**src/rtl/mb_pkg.sv**
```systemverilog
/*
 * Constants, frame layout and types for the single-register-write and
 * diagnostics-echo query handler.
 * Assumes byte framing (frame start/end) is done by a line layer outside.
 */
// Overview of operation
// - write target is register field plus 40001
// - write value field is exactly two bytes
// - address zero write accepted as broadcast
// - addressed write replies with identical frame
// - broadcast write performs write, sends nothing
// - writes only to holding register area
// - diagnostics supports only subfunction zero, echoes
// - diagnostics data returned unchanged
// - diagnostics with address zero is invalid
// - diagnostics reply reproduces whole query
package mb_pkg;
    localparam int FRAME_LEN = 8;
    localparam logic [7:0] FC_WRITE_SINGLE = 8'h06;
    localparam logic [7:0] FC_DIAG = 8'h08;
    localparam logic [7:0] BROADCAST_ADDR = 8'h00;
    localparam logic [15:0] DIAG_SUB_RETURN = 16'h0000;
    localparam logic [15:0] HOLD_REG_BASE = 16'h9c41; // 40001 decimal
    localparam logic [15:0] CRC_INIT = 16'hffff;
    localparam logic [15:0] CRC_POLY = 16'ha001;
    localparam logic [2:0] IDX_FC = 3'h1;
    localparam logic [2:0] IDX_ADR_HI = 3'h2;
    localparam logic [2:0] IDX_ADR_LO = 3'h3;
    localparam logic [2:0] IDX_VAL_HI = 3'h4;
    localparam logic [2:0] IDX_VAL_LO = 3'h5;
    localparam logic [2:0] IDX_CRC_LO = 3'h6;
    localparam logic [2:0] IDX_LAST = 3'h7;
    typedef enum logic [1:0] {ST_RX, ST_CHECK, ST_TX} state_t;
endpackage : mb_pkg

```
**src/rtl/frame_if.sv**
```systemverilog
/*
 * Interface carrying the stored query frame from the buffer to the handler.
 * Assumes one writer (handler) and a registered read of one byte at a time, selected by rd_idx.
 */
`timescale 1ns/1ps
interface frame_if;
    logic wr_en;
    logic [2:0] wr_idx;
    logic [7:0] wr_data;
    logic [2:0] rd_idx;
    logic [7:0] rd_data;
    modport owner (output wr_en, output wr_idx, output wr_data, output rd_idx, input rd_data);
    modport store (input wr_en, input wr_idx, input wr_data, input rd_idx, output rd_data);
endinterface : frame_if

```
**src/rtl/frame_mem.sv**
```systemverilog
/*
 * Eight-byte frame store; read data comes out of a register (one cycle).
 * Assumes the owner holds rd_idx for a cycle before using rd_data.
 */
`timescale 1ns/1ps
module frame_mem #(
    parameter int DEPTH = mb_pkg::FRAME_LEN
) (
    input wire logic clk, // system clock
    input wire logic rst, // async reset, active high
    frame_if.store fif // frame access
);
    logic [7:0] mem_reg [DEPTH];
    logic [7:0] rd_reg;
    logic [7:0] rd_next;

    // registered read path
    always_comb begin
        rd_next = mem_reg[fif.rd_idx];
    end

    always_ff @(posedge clk) begin
        if (fif.wr_en) begin
            mem_reg[fif.wr_idx] <= fif.wr_data;
        end
    end

    always_ff @(posedge clk or posedge rst) begin
        if (rst) begin
            rd_reg <= 8'h00;
        end else begin
            rd_reg <= rd_next;
        end
    end

    assign fif.rd_data = rd_reg;
endmodule : frame_mem

```
**src/rtl/mb_handler.sv**
```systemverilog
/*
 * Query handler for single-register write and diagnostics return-query-data.
 * Receives a frame byte stream, checks crc and address, writes or echoes.
 * Assumes rx_start marks the first byte and rx_end follows the last byte;
 * frames of other length or function are ignored here.
 */
`timescale 1ns/1ps
module mb_handler #(
    parameter logic [7:0] OWN_ADDR = 8'h01 // this station's address
) (
    input wire logic clk, // system clock
    input wire logic rst, // async reset, active high
    input wire logic rx_valid, // received byte strobe
    input wire logic [7:0] rx_data, // received byte
    input wire logic rx_start, // with first byte of a frame
    input wire logic rx_end, // frame gap seen, one pulse
    output logic tx_valid, // transmit byte strobe
    output logic [7:0] tx_data, // transmit byte
    input wire logic tx_ready, // line takes tx byte
    output logic wr_valid, // holding register write pulse
    output logic [15:0] wr_number, // decimal register number
    output logic [15:0] wr_value, // value to write
    input wire logic wr_allowed, // number lies in writable area
    output logic busy // frame held for processing
);
    frame_if fif();
    frame_mem u_mem (.clk(clk), .rst(rst), .fif(fif));

    mb_pkg::state_t st_reg, st_next;
    logic [3:0] cnt_reg, cnt_next;
    logic [15:0] crc_reg, crc_next;
    logic [7:0] addr_reg, addr_next, fc_reg, fc_next;
    logic [15:0] f1_reg, f1_next, f2_reg, f2_next;
    logic [2:0] txi_reg, txi_next;
    logic primed_reg, primed_next;
    logic tx_valid_next, wr_valid_next, busy_next;
    logic [7:0] tx_data_next;
    logic [15:0] wr_number_next, wr_value_next;
    logic crc_ok, addr_ok, is_bcast, is_write, is_diag;

    // crc-16 over one byte, reflected polynomial
    function automatic logic [15:0] crc_byte(input logic [15:0] c, input logic [7:0] d);
        logic [15:0] r;
        r = c ^ {8'h00, d};
        for (int i = 0; i < 8; i++) begin
            r = r[0] ? ((r >> 1) ^ mb_pkg::CRC_POLY) : (r >> 1);
        end
        return r;
    endfunction : crc_byte

    // a good frame leaves the running crc at zero, covering the crc bytes too
    assign crc_ok = (crc_reg == 16'h0000) && (cnt_reg == 4'(mb_pkg::FRAME_LEN));
    assign is_bcast = (addr_reg == mb_pkg::BROADCAST_ADDR);
    assign addr_ok = (addr_reg == OWN_ADDR) || is_bcast;
    assign is_write = (fc_reg == mb_pkg::FC_WRITE_SINGLE);
    assign is_diag = (fc_reg == mb_pkg::FC_DIAG) && (f1_reg == mb_pkg::DIAG_SUB_RETURN)
        && !is_bcast;

    // receive, decide, then echo the stored frame
    always_comb begin
        st_next = st_reg;
        cnt_next = cnt_reg;
        crc_next = crc_reg;
        addr_next = addr_reg;
        fc_next = fc_reg;
        f1_next = f1_reg;
        f2_next = f2_reg;
        txi_next = txi_reg;
        primed_next = 1'b0;
        tx_valid_next = tx_valid;
        tx_data_next = tx_data;
        wr_valid_next = 1'b0;
        wr_number_next = wr_number;
        wr_value_next = wr_value;
        busy_next = 1'b0;
        fif.wr_en = 1'b0;
        fif.wr_idx = cnt_reg[2:0];
        fif.wr_data = rx_data;
        fif.rd_idx = txi_reg;
        case (st_reg)
            mb_pkg::ST_RX: begin
                if (rx_valid) begin
                    if (rx_start) begin
                        cnt_next = 4'h1;
                        crc_next = crc_byte(mb_pkg::CRC_INIT, rx_data);
                        addr_next = rx_data;
                        fif.wr_idx = 3'h0;
                        fif.wr_en = 1'b1;
                    end else if (cnt_reg != 4'h0 && cnt_reg < 4'(mb_pkg::FRAME_LEN)) begin
                        cnt_next = cnt_reg + 4'h1;
                        crc_next = crc_byte(crc_reg, rx_data);
                        fif.wr_en = 1'b1;
                        // fields arrive high byte first
                        if (cnt_reg[2:0] == mb_pkg::IDX_FC) fc_next = rx_data;
                        if (cnt_reg[2:0] == mb_pkg::IDX_ADR_HI) f1_next = {rx_data, f1_reg[7:0]};
                        if (cnt_reg[2:0] == mb_pkg::IDX_ADR_LO) f1_next = {f1_reg[15:8], rx_data};
                        if (cnt_reg[2:0] == mb_pkg::IDX_VAL_HI) f2_next = {rx_data, f2_reg[7:0]};
                        if (cnt_reg[2:0] == mb_pkg::IDX_VAL_LO) f2_next = {f2_reg[15:8], rx_data};
                    end else begin
                        cnt_next = 4'h0; // overlong frame: never matches length check
                    end
                end
                if (rx_end) begin
                    st_next = mb_pkg::ST_CHECK;
                    busy_next = 1'b1;
                end
            end
            mb_pkg::ST_CHECK: begin
                st_next = mb_pkg::ST_RX;
                cnt_next = 4'h0;
                txi_next = 3'h0;
                if (crc_ok && addr_ok && is_write && wr_allowed) begin
                    wr_valid_next = 1'b1;
                    wr_value_next = f2_reg;
                    // number only moves with a write, so it holds until the next one
                    wr_number_next = 16'(f1_reg + mb_pkg::HOLD_REG_BASE);
                    if (!is_bcast) begin
                        st_next = mb_pkg::ST_TX;
                        busy_next = 1'b1;
                    end
                end else if (crc_ok && addr_ok && is_diag) begin
                    st_next = mb_pkg::ST_TX;
                    busy_next = 1'b1;
                end
            end
            default: begin
                // echo every stored byte unchanged, including the crc
                busy_next = 1'b1;
                if (!tx_valid && !primed_reg) begin
                    primed_next = 1'b1; // wait for registered read data
                end else if (!tx_valid) begin
                    tx_valid_next = 1'b1;
                    tx_data_next = fif.rd_data;
                end else if (tx_ready) begin
                    tx_valid_next = 1'b0;
                    if (txi_reg == mb_pkg::IDX_LAST) begin
                        st_next = mb_pkg::ST_RX;
                        busy_next = 1'b0;
                    end else begin
                        txi_next = txi_reg + 3'h1;
                    end
                end
            end
        endcase
    end

    // state registers
    always_ff @(posedge clk or posedge rst) begin
        if (rst) begin
            st_reg <= mb_pkg::ST_RX;
            cnt_reg <= 4'h0;
            crc_reg <= mb_pkg::CRC_INIT;
            addr_reg <= 8'h00;
            fc_reg <= 8'h00;
            f1_reg <= 16'h0000;
            f2_reg <= 16'h0000;
            txi_reg <= 3'h0;
            primed_reg <= 1'b0;
            tx_valid <= 1'b0;
            tx_data <= 8'h00;
            wr_valid <= 1'b0;
            wr_number <= 16'h0000;
            wr_value <= 16'h0000;
            busy <= 1'b0;
        end else begin
            st_reg <= st_next;
            cnt_reg <= cnt_next;
            crc_reg <= crc_next;
            addr_reg <= addr_next;
            fc_reg <= fc_next;
            f1_reg <= f1_next;
            f2_reg <= f2_next;
            txi_reg <= txi_next;
            primed_reg <= primed_next;
            tx_valid <= tx_valid_next;
            tx_data <= tx_data_next;
            wr_valid <= wr_valid_next;
            wr_number <= wr_number_next;
            wr_value <= wr_value_next;
            busy <= busy_next;
        end
    end
endmodule : mb_handler

```
**config.mk**
```make
export PLATFORM = sky130hd
export DESIGN_NAME = mb_handler
export DESIGN_NICKNAME = d
export VERILOG_FILES = /design/src/rtl/mb_pkg.sv /design/src/rtl/frame_if.sv /design/src/rtl/frame_mem.sv /design/src/rtl/mb_handler.sv
export SDC_FILE = /design/constraint.sdc
export NUM_CORES = 1
export LEC_CHECK = 0
export ABC_CLOCK_PERIOD_IN_PS = 4200
export BUFFER_PORTS_ARGS = -buffer_cell sky130_fd_sc_hd__buf_2
export CAP_MARGIN = 40
export CORE_ASPECT_RATIO = 0.75
export CORE_MARGIN = 1.5
export CORE_UTILIZATION = 54
export CTS_CLUSTER_DIAMETER = 30
export CTS_CLUSTER_SIZE = 24
export DETAILED_ROUTE_END_ITERATION = 12
export HOLD_SLACK_MARGIN = 0.12
export PLACE_DENSITY = 0.71
export SYNTH_ARGS = -nofsm -noshare
export SYNTH_HDL_FRONTEND = slang
export SYNTH_SLANG_ARGS = --single-unit
```
**constraint.sdc**
```tcl
create_clock -name clk -period 4.2 [get_ports clk]
set_input_delay 0.84 -clock clk [delete_from_list [all_inputs] [get_ports clk]]
set_output_delay 0.84 -clock clk [all_outputs]
set_load 0.05 [all_outputs]
```
# Word-level counts from Yosys, hierarchy flattened
# Memory sizes are Yosys's and may differ from the RTL's. A register that Yosys moved wholly into a read port is not among the register bits.
# Cells that the tools add are included.
op_classes:
  mux: 62
  add_sub_neg: 3
  multipliers: 0
  shifts: 0
  magnitude_cmp: 1
  div_mod_pow: 0
  bitwise: 25
  n_eq_ne: 16
  reduce_logical: 39
op_table:
  columns: ["cell", "count"]
  rows:
  - ["16-bit two-way mux", 18]
  - ["2-bit inverter with 3-bit output", 16]
  - ["16-bit zero test", 2]
  - ["5-bit AND reduction", 5]
  - ["3-bit two-way mux", 7]
  - ["1-bit two-way mux", 20]
  - ["16-bit adder (second input constant)", 1]
  - ["2-bit two-way mux", 8]
  - ["8-bit two-way mux", 2]
  - ["8-bit inverter with 16-bit output", 1]
  - ["16-bit by 8-bit bitwise XOR with 16-bit output", 1]
  - ["4-bit two-way mux", 3]
  - ["6-bit AND reduction", 2]
  - ["3-bit == test (second input constant)", 3]
  - ["1-bit logical AND", 9]
  - ["3-bit AND reduction", 3]
  - ["3-bit nonzero test", 3]
  - ["8-bit by 1-bit == test with 1-bit output (second input constant)", 1]
  - ["8-bit by 3-bit == test with 1-bit output (second input constant)", 1]
  - ["8-bit by 4-bit == test with 1-bit output (second input constant)", 1]
  - ["8-bit zero test", 1]
  - ["4-bit case mux with 2 select lines", 1]
  - ["2-bit nonzero test", 4]
  - ["1-bit inverter", 7]
  - ["other kinds (19)", 26]
word_totals:
  out_inout_bits: 43
  ramBits: 64
  rom_bits: 0
  in_bits: 15
  latch_bits: 0
  register_bits: 117
  mem_count: 1
memory_table:
  columns: ["memory", "words", "word_bits", "rd", "rd_clocked_by_memory_dff", "write_ports", "line_no", "rtl"]
  rows:
  - ["u_mem.mem_reg", 8, 8, 1, 1, 1, "frame_mem.sv:13", "logic [7:0] mem_reg [DEPTH];"]

# Depth between registers and ports, before layout
# Gate-level depths: netlist of the first run.
logic_depth:
  word_depth: 19
  mapped_depth: 11

# Hierarchy
# A second synthesis of the first run with hierarchy kept.
hier_totals:
  cells_unflattened: 562
  hier_area_um2: 8126.5
modules_own_cells:
  columns: ["mod", "cells_each", "area_per_inst_um2", "seq_area_each_um2", "instances"]
  rows:
  - ["mb_handler", 447, 5391.4, 2947.8, 1]
  - ["frame_mem", 115, 2735.1, 2122.0, 1]

# Worst setup path before layout of the first run
# Ideal clock, no wire load.
synth_timing:
  kind: "input port to flip-flop"
  startpoint: "in rx_valid"
  endpoint: "mem u_mem.mem_reg[4][0], enable pin"
  setup_time_ns: 0.395
  path_slack_ns: 1.693
  required_time_ns: 3.805
  t_arrival_ns: 2.112
  stages: 3
  path_cell_list: "and2b_1 -> nand3_1 -> nor4_1"
synth_via:
  elab_chain_len: 4
  word_cells_on_any_way: 6
  classes_between: "mux: 6"
synth_rtl:
  columns: ["item", "line_no", "rtl"]
  rows:
  - ["start: declaration", "mb_handler.sv:13", "input wire logic rx_valid,"]
  - ["1-bit two-way mux", "mb_handler.sv:82", "if (rx_valid) begin"]
  - ["1-bit two-way mux", "mb_handler.sv:80", "case (st_reg)"]
  - ["1-bit two-way mux", "frame_mem.sv:23", "if (fif.wr_en) begin"]
  - ["1-bit two-way mux (implied by the code)", "frame_mem.sv:24", "mem_reg[fif.wr_idx] <= fif.wr_data;"]
  - ["end: declaration", "frame_mem.sv:13", null]
# Parallel ways exist; a longest one is shown, timed or not.

# Worst setup path in the final report of the first run
layout_timing:
  startpoint: "reg cnt_reg[0]"
  endpoint: "reg wr_value[7]"
layout_via:
  elab_chain_len: 6
layout_rtl:
  columns: ["item", "line_no", "rtl"]
  rows:
  - ["start: declaration", "mb_handler.sv:30", "logic [3:0] cnt_reg, cnt_next;"]
  - ["start signal: assignment", "mb_handler.sv:167", "cnt_reg <= cnt_next;"]
  - ["4-bit == test", "mb_handler.sv:52", "assign crc_ok = (crc_reg == 16'h0000) && (cnt_reg == 4'(mb_pkg::FRAME_LEN));"]
  - ["1-bit logical AND", "mb_handler.sv:52", null]
  - ["1-bit logical AND (3 in series)", "mb_handler.sv:112", "if (crc_ok && addr_ok && is_write && wr_allowed) begin"]
  - ["2-bit AND reduction (no line)", null, null]
  - ["end signal: assignment", "mb_handler.sv:179", "wr_value <= wr_value_next;"]
  - ["end: declaration", "mb_handler.sv:22", "output logic [15:0] wr_value,"]
# Every way passes these cells.
# A chain may end at the register's enable or synchronous reset.

==> qor.txt, run 1 <==
Area after DPL - 0.00855 mm²
Register bit total from synthesis - 189
CTS tree - yes
Syn Area/Cell - 13.4 µm²
Fill count - 1119
H-tree depth - 4
CTS max path bufs - 2
Max-Cap Viols - 0
Synthesized cell area - 0.00808 mm²
# resized after CTS - 0
Static Leak - 3.97 nW
Commonest non-fill, non-tap cell in the layout - dfrtp_1
Routed len/inst - 19.3 µm
Initial drt markers - 396
Fin crit period - 2710 ps
DRC errors left - 0
HP Class - input port to asynchronous set/reset pin
Vias/cell - 5.63
Crit-path max FO - 18
Critical path class - register to register
Die Width - 144 µm
Pin count of the biggest net entering global routing - 74
Mapped Cells - 602
DRT antenna net count - 0
Vias in the first global route - 4924
Worst-Margin Slew - 839 ps
Slew HR - 0.439
CP Launch Type - register
Setup crit end kind - register
Detailed Place HPWL - 11.0 mm
Final worst-path cycle share - 0.645
Top FF cell, synth - dfrtp_1
Fin. Hold Viols - 0
Final Net Count - 680
Layout cells sized above 1 - 0.293
Clk root buf - clkbuf_16
Yosys warning count - 0
Via count - 4890
Initial core utilization - 0.555
Largest register FFs - 64
Async S/R FF share, synth - 0.661
Die footprint - 0.0157 mm²
Max Slew Vio Count - 0
Clock Pin Slew Worst Setup and Hold Paths - 60 ps
Most frequent cells in the layout - dfrtp_1, nand2_1, edfxtp_1, mux2_2, buf_2
CORE AREA - 0.0145 mm²
Initial antenna violation count - 0
Diode count - 0
Clock sink count - 189
Cell taking the most area after synthesis - dfrtp_1
Worst Path Required - 4560 ps
Peak supply drop - 0.427 mV
Area grow syn2layout - 13.3%
CP arrival - 3080 ps
Gr ovfl total - 0
Post-synth EDFFs - 64
Setup bufs post-CTS - 0
Overall Global Routing Usage - 0.232
Utilization after layout - 0.629
Seq/Total Area, Yosys - 0.628
Io pins - 58
Syn Nets - 626
DRT Pass-1 Iters - 5
Setup TNS - 0 ps
Max Freq - 369 MHz
Status - finished clean
Cts hold-fix bufs - 0
PD cells - 651 mW/mm²
RSZ-0062 raised after global routing - false
Synth top area cells - dfrtp_1, edfxtp_1, mux2_2
Die Y-Extent - 109 µm
Distinct cells, synth - 52
Share of the synthesized area in the top cell type - 0.338
RePlAce Congestion - 0.866
First-pass GRT wire length - 26.4 mm
Routed WL - 16.7 mm
Number of I/O port buffers - 57
Num rows - 38
Clock Latency Late Sink - 430 ps
Inserted Clock Buffers - 17
Final Cell Area - 0.00915 mm²
Final setup viols - 0
Worst clock skew - 12.8 ps
-- where the power goes --
group / switching (mW) / internal [mW]
registers: 0.386 / 2.30
logic: 0.883 / 0.826
clock network: 0.672 / 0.888
total: 1.94 / 4.01
-- area by class of cell --
| cell class | count | area, µm² | share of cell area |
|---|---|---|---|
| flip-flops and latches | 189 | 5070 | 0.554 |
| well taps | 200 | 250 | 0.0274 |
| multi-input cells | 374 | 2830 | 0.309 |
| inverters | 7 | 28.8 | 0.00315 |
| repair buffers | 67 | 400 | 0.0438 |
| clock inverters | 8 | 76.3 | 0.00834 |
| clock buffers | 24 | 493 | 0.0539 |
-- Yosys cell counts, drive strengths merged, types with 6 or more instances --
master and instances:
dfrtp 109, nand2 106, edfxtp 64, mux2 59
nor2 33, xnor2 31, o21ai 19, buf 16
clkbuf 16, dfstp 16, mux4 16, xor2 16
nor4 13, nand3 12, ha 9, a21oi 7
inv 7, nor3 7, o22a 6
-- worst max-delay path, cell delays in order, from the launching register on --
cell      delay (ps)
dfrtp_1          500
inv_1            190
ha_1             220
nor4bb_1         470
nand4_1          160
nor2_1           290
and2_1           580
nand2_1          140
nand2_1           90
-- stage by stage --
stage | setup slack, ps | total power [mW] | hold WS [ps] | cells
2_1_floorplan | 58.9 | 3.97 | 402 | 602
3_3_place_gp | 1460 | 4.29 | 417 | 835
3_5_place_dp | 1360 | 4.41 | 428 | 836
4_1_cts | 1550 | 5.98 | 436 | 868
5_1_grt | 1260 | 6.24 | 344 | 869
6_report | 1490 | 5.95 | 341 | 869
-- cells by family after synthesis --
group                      synth area share
xor gates and xnor gates             0.0593
muxes                                 0.129
buffers and inverters                0.0218
AOI/OAI and AO/OA                    0.0352
DFF                                   0.628
and+or+nand+nor                       0.113
adders and majority gates            0.0139
-- metal layers --
layer | vias up | track usage | part of all wire
met5 | - | 0 | 0
met4 | 0 | 0.0794 | 0.015
met3 | 19 | 0.0558 | 0.056
met2 | 158 | 0.350 | 0.46
met1 | 2467 | 0.331 | 0.47
li1 | 2246 | - | -
-- path summary, 6_finish.rpt --
kind,slack (ps),endpoint,depth (start not counted),start
max in group asynchronous,2830,crc_reg[5],4,rst
min in group clk,430,primed_reg,1,primed_reg
worst max-delay path,1490,wr_value[7],8,cnt_reg[0]
worst max register to register,1490,wr_value[7],8,cnt_reg[0]
worst min register to register,430,primed_reg,1,primed_reg
worst min-delay path,340,tx_data[5],2,rst
No activity file was read; power rests on OpenSTA's default activity.
==> run 2: changes to the inputs <==
Settings changed: ABC_AREA from default to 1, ABC_CLOCK_PERIOD_IN_PS 4200 to 2590, CORE_UTILIZATION 54 to 60, PLACE_DENSITY 0.71 to 0.75.
Clock period 4.2 ns to 2.59 ns, I/O delays scaled along.
==> qor.txt, run 2 <==
CP Launch Type - register
Diode count - 0 (unchanged)
Top delay family on crit path - simple AND/OR/NAND/NOR gates
Vias/cell - 5.63 (about the same)
Die Width - 139 µm (-3.9%)
Worst Path Required - 2890 ps (-1670 ps)
Max-Cap Viols - 0 (unchanged)
H-tree depth - 4 (unchanged)
Distinct cells, synth - 40 (-23%)
Complex-gate fraction of the synthesized area - 0.100 (+0.0648)
PD cells - 774 mW/mm² (+19%)
Critical path class - register to register
Num rows - 36 (-5.3%)
Setup crit end kind - register
Crit-path max FO - 16 (-2)
Layout cells sized above 1 - 0.178 (-0.115)
Clock sink count - 189 (unchanged)
DRC errors left - 0 (unchanged)
CP arrival - 2530 ps (-550 ps)
Adder-Cell Fraction of Synth Area - 0.0136 (-0.000329)
Fin. Hold Viols - 0 (unchanged)
Io pins - 58 (unchanged)
Cell chain of the critical path - inv_1 > ha_1 > inv_1 > nor2_1 > nor2_1 > nand2_1 > nor2_2 > buf_4 > inv_2 > nor2_8 > nand3_2 > nand2_1 > o21ai_1
Most frequent cells in the layout - nand2_1, dfrtp_1, nor2_1, o21ai_0, inv_1
Clock Pin Slew Worst Setup and Hold Paths - 60 ps (about the same)
Clock Latency Late Sink - 440 ps (about the same)
Final Net Count - 964 (+42%)
Register bit total from synthesis - 189 (unchanged)
Die Y-Extent - 105 µm (-3.9%)
Share of the synthesized area in the top cell type - 0.330 (-0.00797)
Mapped Cells - 854 (+42%)
DRT Pass-1 Iters - 5 (unchanged)
RSZ-0062 raised after global routing - false
Initial drt markers - 565 (+43%)
Cell taking the most area after synthesis - dfrtp_1
Flop pwr share - 0.484 (+0.033)
Yosys warning count - 0 (unchanged)
Max Slew Vio Count - 0 (unchanged)
Final setup viols - 0 (unchanged)
Post-synth top cells - nand2_1, dfrtp_1, nor2_1
Clk root buf - clkbuf_16
Async S/R FF share, synth - 0.661 (unchanged)
Switching fraction of total power - 0.269 (-0.0569)
Vias in the first global route - 6225 (+26%)
Area grow syn2layout - 15.5%
First-pass GRT wire length - 31.6 mm (+19%)
Worst reg-to-reg setup slack - 360 ps (-1130 ps)
CTS max path bufs - 2 (unchanged)
Placed cell count - 1092 (+31%)
Design Power - 7.39 mW (+24%)
Syn Area/Cell - 9.69 µm² (-28%)
Psw - 1.99 mW (+2.5%)
R2r startpoint - cnt_reg[1]
Slew HR - 0.486 (+0.0466)
Largest family of logic cells by synthesized area - simple AND/OR/NAND/NOR gates
RePlAce Congestion - 0.891 (+2.8%)
Gr ovfl total - 0 (unchanged)
Crit path buf inv count - 4 (+3)
Overall Global Routing Usage - 0.280 (+0.0485)
Top FF cell, synth - dfrtp_1
DRT antenna net count - 0 (unchanged)
Syn Nets - 878 (+40%)
Initial antenna violation count - 0 (unchanged)
Critical path's slowest cell - dfrtp_1
Clock power share - 0.362 (+0.100)
Synth top area cells - dfrtp_1, edfxtp_1, nand2_1
CTS tree - yes
Commonest non-fill, non-tap cell in the layout - nand2_1
Peak supply drop - 0.650 mV (+52%)
Detailed Place HPWL - 13.2 mm (+21%)
Inserted Clock Buffers - 17 (unchanged)
Worst-Margin Slew - 769 ps (-69.4 ps)
Routed len/inst - 17.0 µm (-12%)
Worst setup path start - cnt_reg[1]
XOR/XNOR Fraction of Synth Area - 0.0233 (-0.0360)
Fin crit period - 2230 ps (-483 ps)
Routed WL - 19.1 mm (+14%)
Largest register FFs - 64 (unchanged)
Number of I/O port buffers - 57 (unchanged)
HP Class - input port to asynchronous set/reset pin
Post-Synth Simple-Gate Area - 0.188 (+0.0755)
Top-count cell post-synth - nand2_1
Utilization after layout - 0.722 (+0.0929)
Max Freq - 449 MHz (+22%)
Internal Power - 5.40 mW (+35%)
Static Leak - 4.44 nW (+12%)
Multiplexer share of the synthesized area - 0.0109 (-0.118)
Pin count of the biggest net entering global routing - 40 (-46%)
Non-Filler Instances - 1124 (+29%)
Via count - 6330 (+29%)
Post-synth EDFFs - 64 (unchanged)
Seq/Total Area, Yosys - 0.613 (-0.0148)
Synthesized cell area - 0.00827 mm² (+2.4%)
Final worst-path cycle share - 0.860 (+0.215)
CORE AREA - 0.0132 mm² (-9.0%)
Setup TNS - 0 ps (unchanged)
Worst clock skew - 10.1 ps (-2.71 ps)
Die footprint - 0.0145 mm² (-7.6%)
Initial core utilization - 0.625 (+0.0695)
Max incr delay on CP - 410 ps (-170 ps)
Status - finished clean
Combinational share of power - 0.153 (-0.134)
[run 2: cells by family (layout without fill, tap and decap cells)]
logic type	count (synthesis)	count (layout)
simple gates	370	370
fa+ha+maj	9	9
mux	8	8
flops	189	189
xor+xnor	22	22
compound gates	152	152
buf+inv	104	203
[run 2: worst paths after layout]
kind                       cells past startpoint                  end
max                                           13            f2_reg[7]
min                                            2         wr_number[9]
max reg2reg                                   13            f2_reg[7]
min reg2reg                                    1           primed_reg
max in group asynchronous                      3           crc_reg[3]
min in group clk                               1  u_mem.mem_reg[4][0]
[run 2: layer usage]
layer / global-route usage / vias up / wire [µm]
met3: 0.0637 / 33 / 1600
met4: 0.0880 / 0 / 280
met2: 0.411 / 258 / 8480
met5: 0 / - / 0
met1: 0.418 / 3018 / 8760
li1: - / 3021 / -
[run 2: cell type report]
| class | instances | area, µm² |
|---|---|---|
| repair buffers | 96 | 598 |
| inverters | 75 | 288 |
| flip-flops and latches | 189 | 5070 |
| multi-input cells | 561 | 2780 |
| fillers | 968 | 3680 |
| clock inverters | 11 | 138 |
| clock buffers | 21 | 472 |
| well taps | 171 | 214 |
[run 2: repair_timing]
| item | 4_1_cts | 5_1_grt |
|---|---|---|
| hold buffers | 0 | 0 |
| gates resized for setup | 0 | 2 |
| setup endpoints to repair | 0 | 2 |
| buffers inserted | 0 | 0 |
[run 2: through the flow]
step           instance area (µm²)  worst slack (ps)  hold slack (ps)
3_3_place_gp                  8940               234              451
3_5_place_dp                  8950               291              444
4_1_cts                       9560               259              228
5_1_grt                       9560               115              275
2_1_floorplan                 8280             -69.0              411
6_report                      9560               362              216
[run 2: power by group through the flow]
stage / combinational [mW] / clock [mW] / sequential [mW]
after floorplan: 0.759 / 0 / 3.61
after global placement: 1.07 / 0 / 3.61
after detailed placement: 1.11 / 0 / 3.63
after CTS: 1.12 / 2.71 / 3.57
after global routing: 1.29 / 2.85 / 3.60
final: 1.13 / 2.68 / 3.58
==> run 3: changes to the inputs <==
Settings changed: SYNTH_HIERARCHICAL from default to 1.
==> qor.txt, run 3 <==
Num rows - 37 (+2.8%)
Number of I/O port buffers - 57 (unchanged)
Overall Global Routing Usage - 0.268 (-0.0119)
Post-synth top cells - nand2_1, inv_1, dfrtp_1
Fin. Hold Viols - 0 (unchanged)
DRT antenna net count - 0 (unchanged)
HP Class - input port to register
Io pins - 58 (unchanged)
Design Power - 7.46 mW (+0.84%)
Top FF cell, synth - dfrtp_1
Setup TNS - 0 ps (unchanged)
Worst-Margin Slew - 609 ps (-160 ps)
Initial antenna violation count - 0 (unchanged)
Commonest non-fill, non-tap cell in the layout - nand2_1
Static Leak - 4.81 nW (+8.3%)
Syn Nets - 954 (+8.7%)
Seq/Total Area, Yosys - 0.584 (-0.0294)
Synthesized cell area - 0.00869 mm² (+5.0%)
Largest register FFs - 64 (unchanged)
Clock Pin Slew Worst Setup and Hold Paths - 70 ps (about the same)
Max Slew Vio Count - 0 (unchanged)
Yosys warning count - 6 (+6)
Inserted Clock Buffers - 17 (unchanged)
Most frequent cells in the layout - nand2_1, inv_1, dfrtp_1, o21ai_0, edfxtp_1
Final worst-path cycle share - 0.899 (+0.0386)
Setup crit end kind - register
Die Y-Extent - 107 µm (+2.4%)
Critical path's slowest cell - dfrtp_1
Max-Cap Viols - 0 (unchanged)
H-tree depth - 4 (unchanged)
Clock Latency Late Sink - 430 ps (about the same)
Worst Path Required - 2890 ps (about the same)
Diode count - 0 (unchanged)
Die footprint - 0.0152 mm² (+4.9%)
CORE AREA - 0.0139 mm² (+5.2%)
Post-synth EDFFs - 64 (unchanged)
Via count - 6534 (+3.2%)
Max incr delay on CP - 400 ps (about the same)
Initial core utilization - 0.624 (-0.00111)
Area grow syn2layout - 13.5%
Crit-path max FO - 16 (unchanged)
Final Net Count - 1029 (+6.7%)
Async S/R FF share, synth - 0.661 (unchanged)
Distinct cells, synth - 47 (+18%)
DRC errors left - 0 (unchanged)
Vias/cell - 5.39 (-4.4%)
Syn Area/Cell - 9.34 µm² (-3.5%)
DRT Pass-1 Iters - 5 (unchanged)
Most common cell on crit path - inv_1
PD cells - 756 mW/mm² (-2.3%)
Initial drt markers - 640 (+13%)
Max Freq - 430 MHz (-4.3%)
Cell taking the most area after synthesis - dfrtp_1
Gr ovfl total - 0 (unchanged)
Die Width - 142 µm (+2.4%)
Cell chain of the critical path - inv_1 > ha_1 > inv_1 > nor2_1 > nor2_1 > inv_1 > nor2_2 > inv_1 > nor2_4 > nand3_2 > nand2_1 > o21ai_0
Worst clock skew - 10.9 ps (+0.842 ps)
Clk root buf - clkbuf_16
Pin count of the biggest net entering global routing - 66 (+65%)
RSZ-0062 raised after global routing - false
CP Launch Type - register
First-pass GRT wire length - 31.1 mm (-1.6%)
Final setup viols - 0 (unchanged)
Vias in the first global route - 6227 (+0.032%)
Routed len/inst - 15.6 µm (-8.1%)
Layout cells sized above 1 - 0.174 (-0.00451)
Clock sink count - 189 (unchanged)
Slew HR - 0.590 (+0.104)
RePlAce Congestion - 0.929 (+4.3%)
Peak supply drop - 0.610 mV (-6.2%)
Fin crit period - 2330 ps (+100 ps)
Top-count cell post-synth - nand2_1
Synth top area cells - dfrtp_1, edfxtp_1, nand2_1
Share of the synthesized area in the top cell type - 0.314 (-0.0158)
Critical path class - register to register
Mapped Cells - 930 (+8.9%)
Routed WL - 19.0 mm (-0.87%)
CP arrival - 2630 ps (+100 ps)
Detailed Place HPWL - 13.0 mm (-1.9%)
Register bit total from synthesis - 189 (unchanged)
Status - finished clean
CTS max path bufs - 2 (unchanged)
CTS tree - yes
-- run 3: cell count changes in the layout (fill, tap and decap cells not counted), moves of 7 or more --
cell / change
inv_1: +56
nand2_1: +52
nand3_1: +42
nor2_1: -41
o21ai_1: -18
buf_4: -14
nand3_2: +11
o21ai_0: -11
a31oi_1: -9
nand2_2: +8
o22ai_1: -7
-- run 3: area by class of cell --
type,count,area [µm²]
timing repair buffer,82,513
multi-input combinational,582,2950
inverter,133,507
fill,1047,4070
clock buffer,17,425
clock inverter,15,155
sequential,189,5070
tap,195,244
-- run 3: cell families after synthesis --
family | synth area share
and+or+nand+nor | 0.218
adders and majority gates | 0.0130
AOI/OAI and AO/OA | 0.0668
muxes | 0.0104
xor gates and xnor gates | 0.0300
DFF | 0.584
buffers and inverters | 0.0781
-- run 3: stage by stage --
step | area [µm²] | hold slack [ps] | util | cells | worst slack [ps]
detailed placement | 9260 | 434 | 0.665 | 1180 | 296
finish | 9860 | 374 | 0.708 | 1213 | 262
floorplan | 8690 | 334 | - | 930 | 328
global placement | 9260 | 435 | 0.665 | 1180 | 333
CTS | 9850 | 364 | 0.707 | 1213 | 224
global route | 9860 | 391 | 0.708 | 1213 | 73.9
-- run 3: final timing paths --
path	startpoint	endpoint	slack, ps	depth (start not counted)
max	cnt_reg[0]	fc_reg[5]	260	12
min	rx_end	busy	370	3
max reg2reg	cnt_reg[0]	fc_reg[5]	260	12
min reg2reg	primed_reg	primed_reg	450	1
max in group asynchronous	rst	crc_reg[6]	1100	4
min in group asynchronous	rst	u_mem/fif.rd_data[0]	590	3
-- run 3: metal layers --
metal  share of wire  vias up  global-route usage  wire, µm
met5               0        -                   0         0
met4          0.0072        0              0.0670       136
met3           0.069       10              0.0469      1300
met2            0.45      249               0.416      8440
met1            0.48     3132               0.396      9070
li1                -     3143                   -         -
-- run 3: where the power goes --
group	switching, mW	internal (mW)
Sequential	0.206	3.41
Clock	1.23	1.29
Combinational	0.866	0.460
-- run 3: critical path: cells and delay by family (launching register included) --
| kind | cells | cell delay, ps |
|---|---|---|
| compound gates | 1 | 100 |
| fa+ha+maj | 1 | 210 |
| buf+inv | 4 | 400 |
| flops | 1 | 400 |
| simple gates | 6 | 1100 |
-- run 3: timing repair --
item	CTS	global route
setup endpoints to repair	0	2
buffers inserted	0	0
resized for setup	0	1
hold endpoints to repair	8	0
hold buffers	1	0
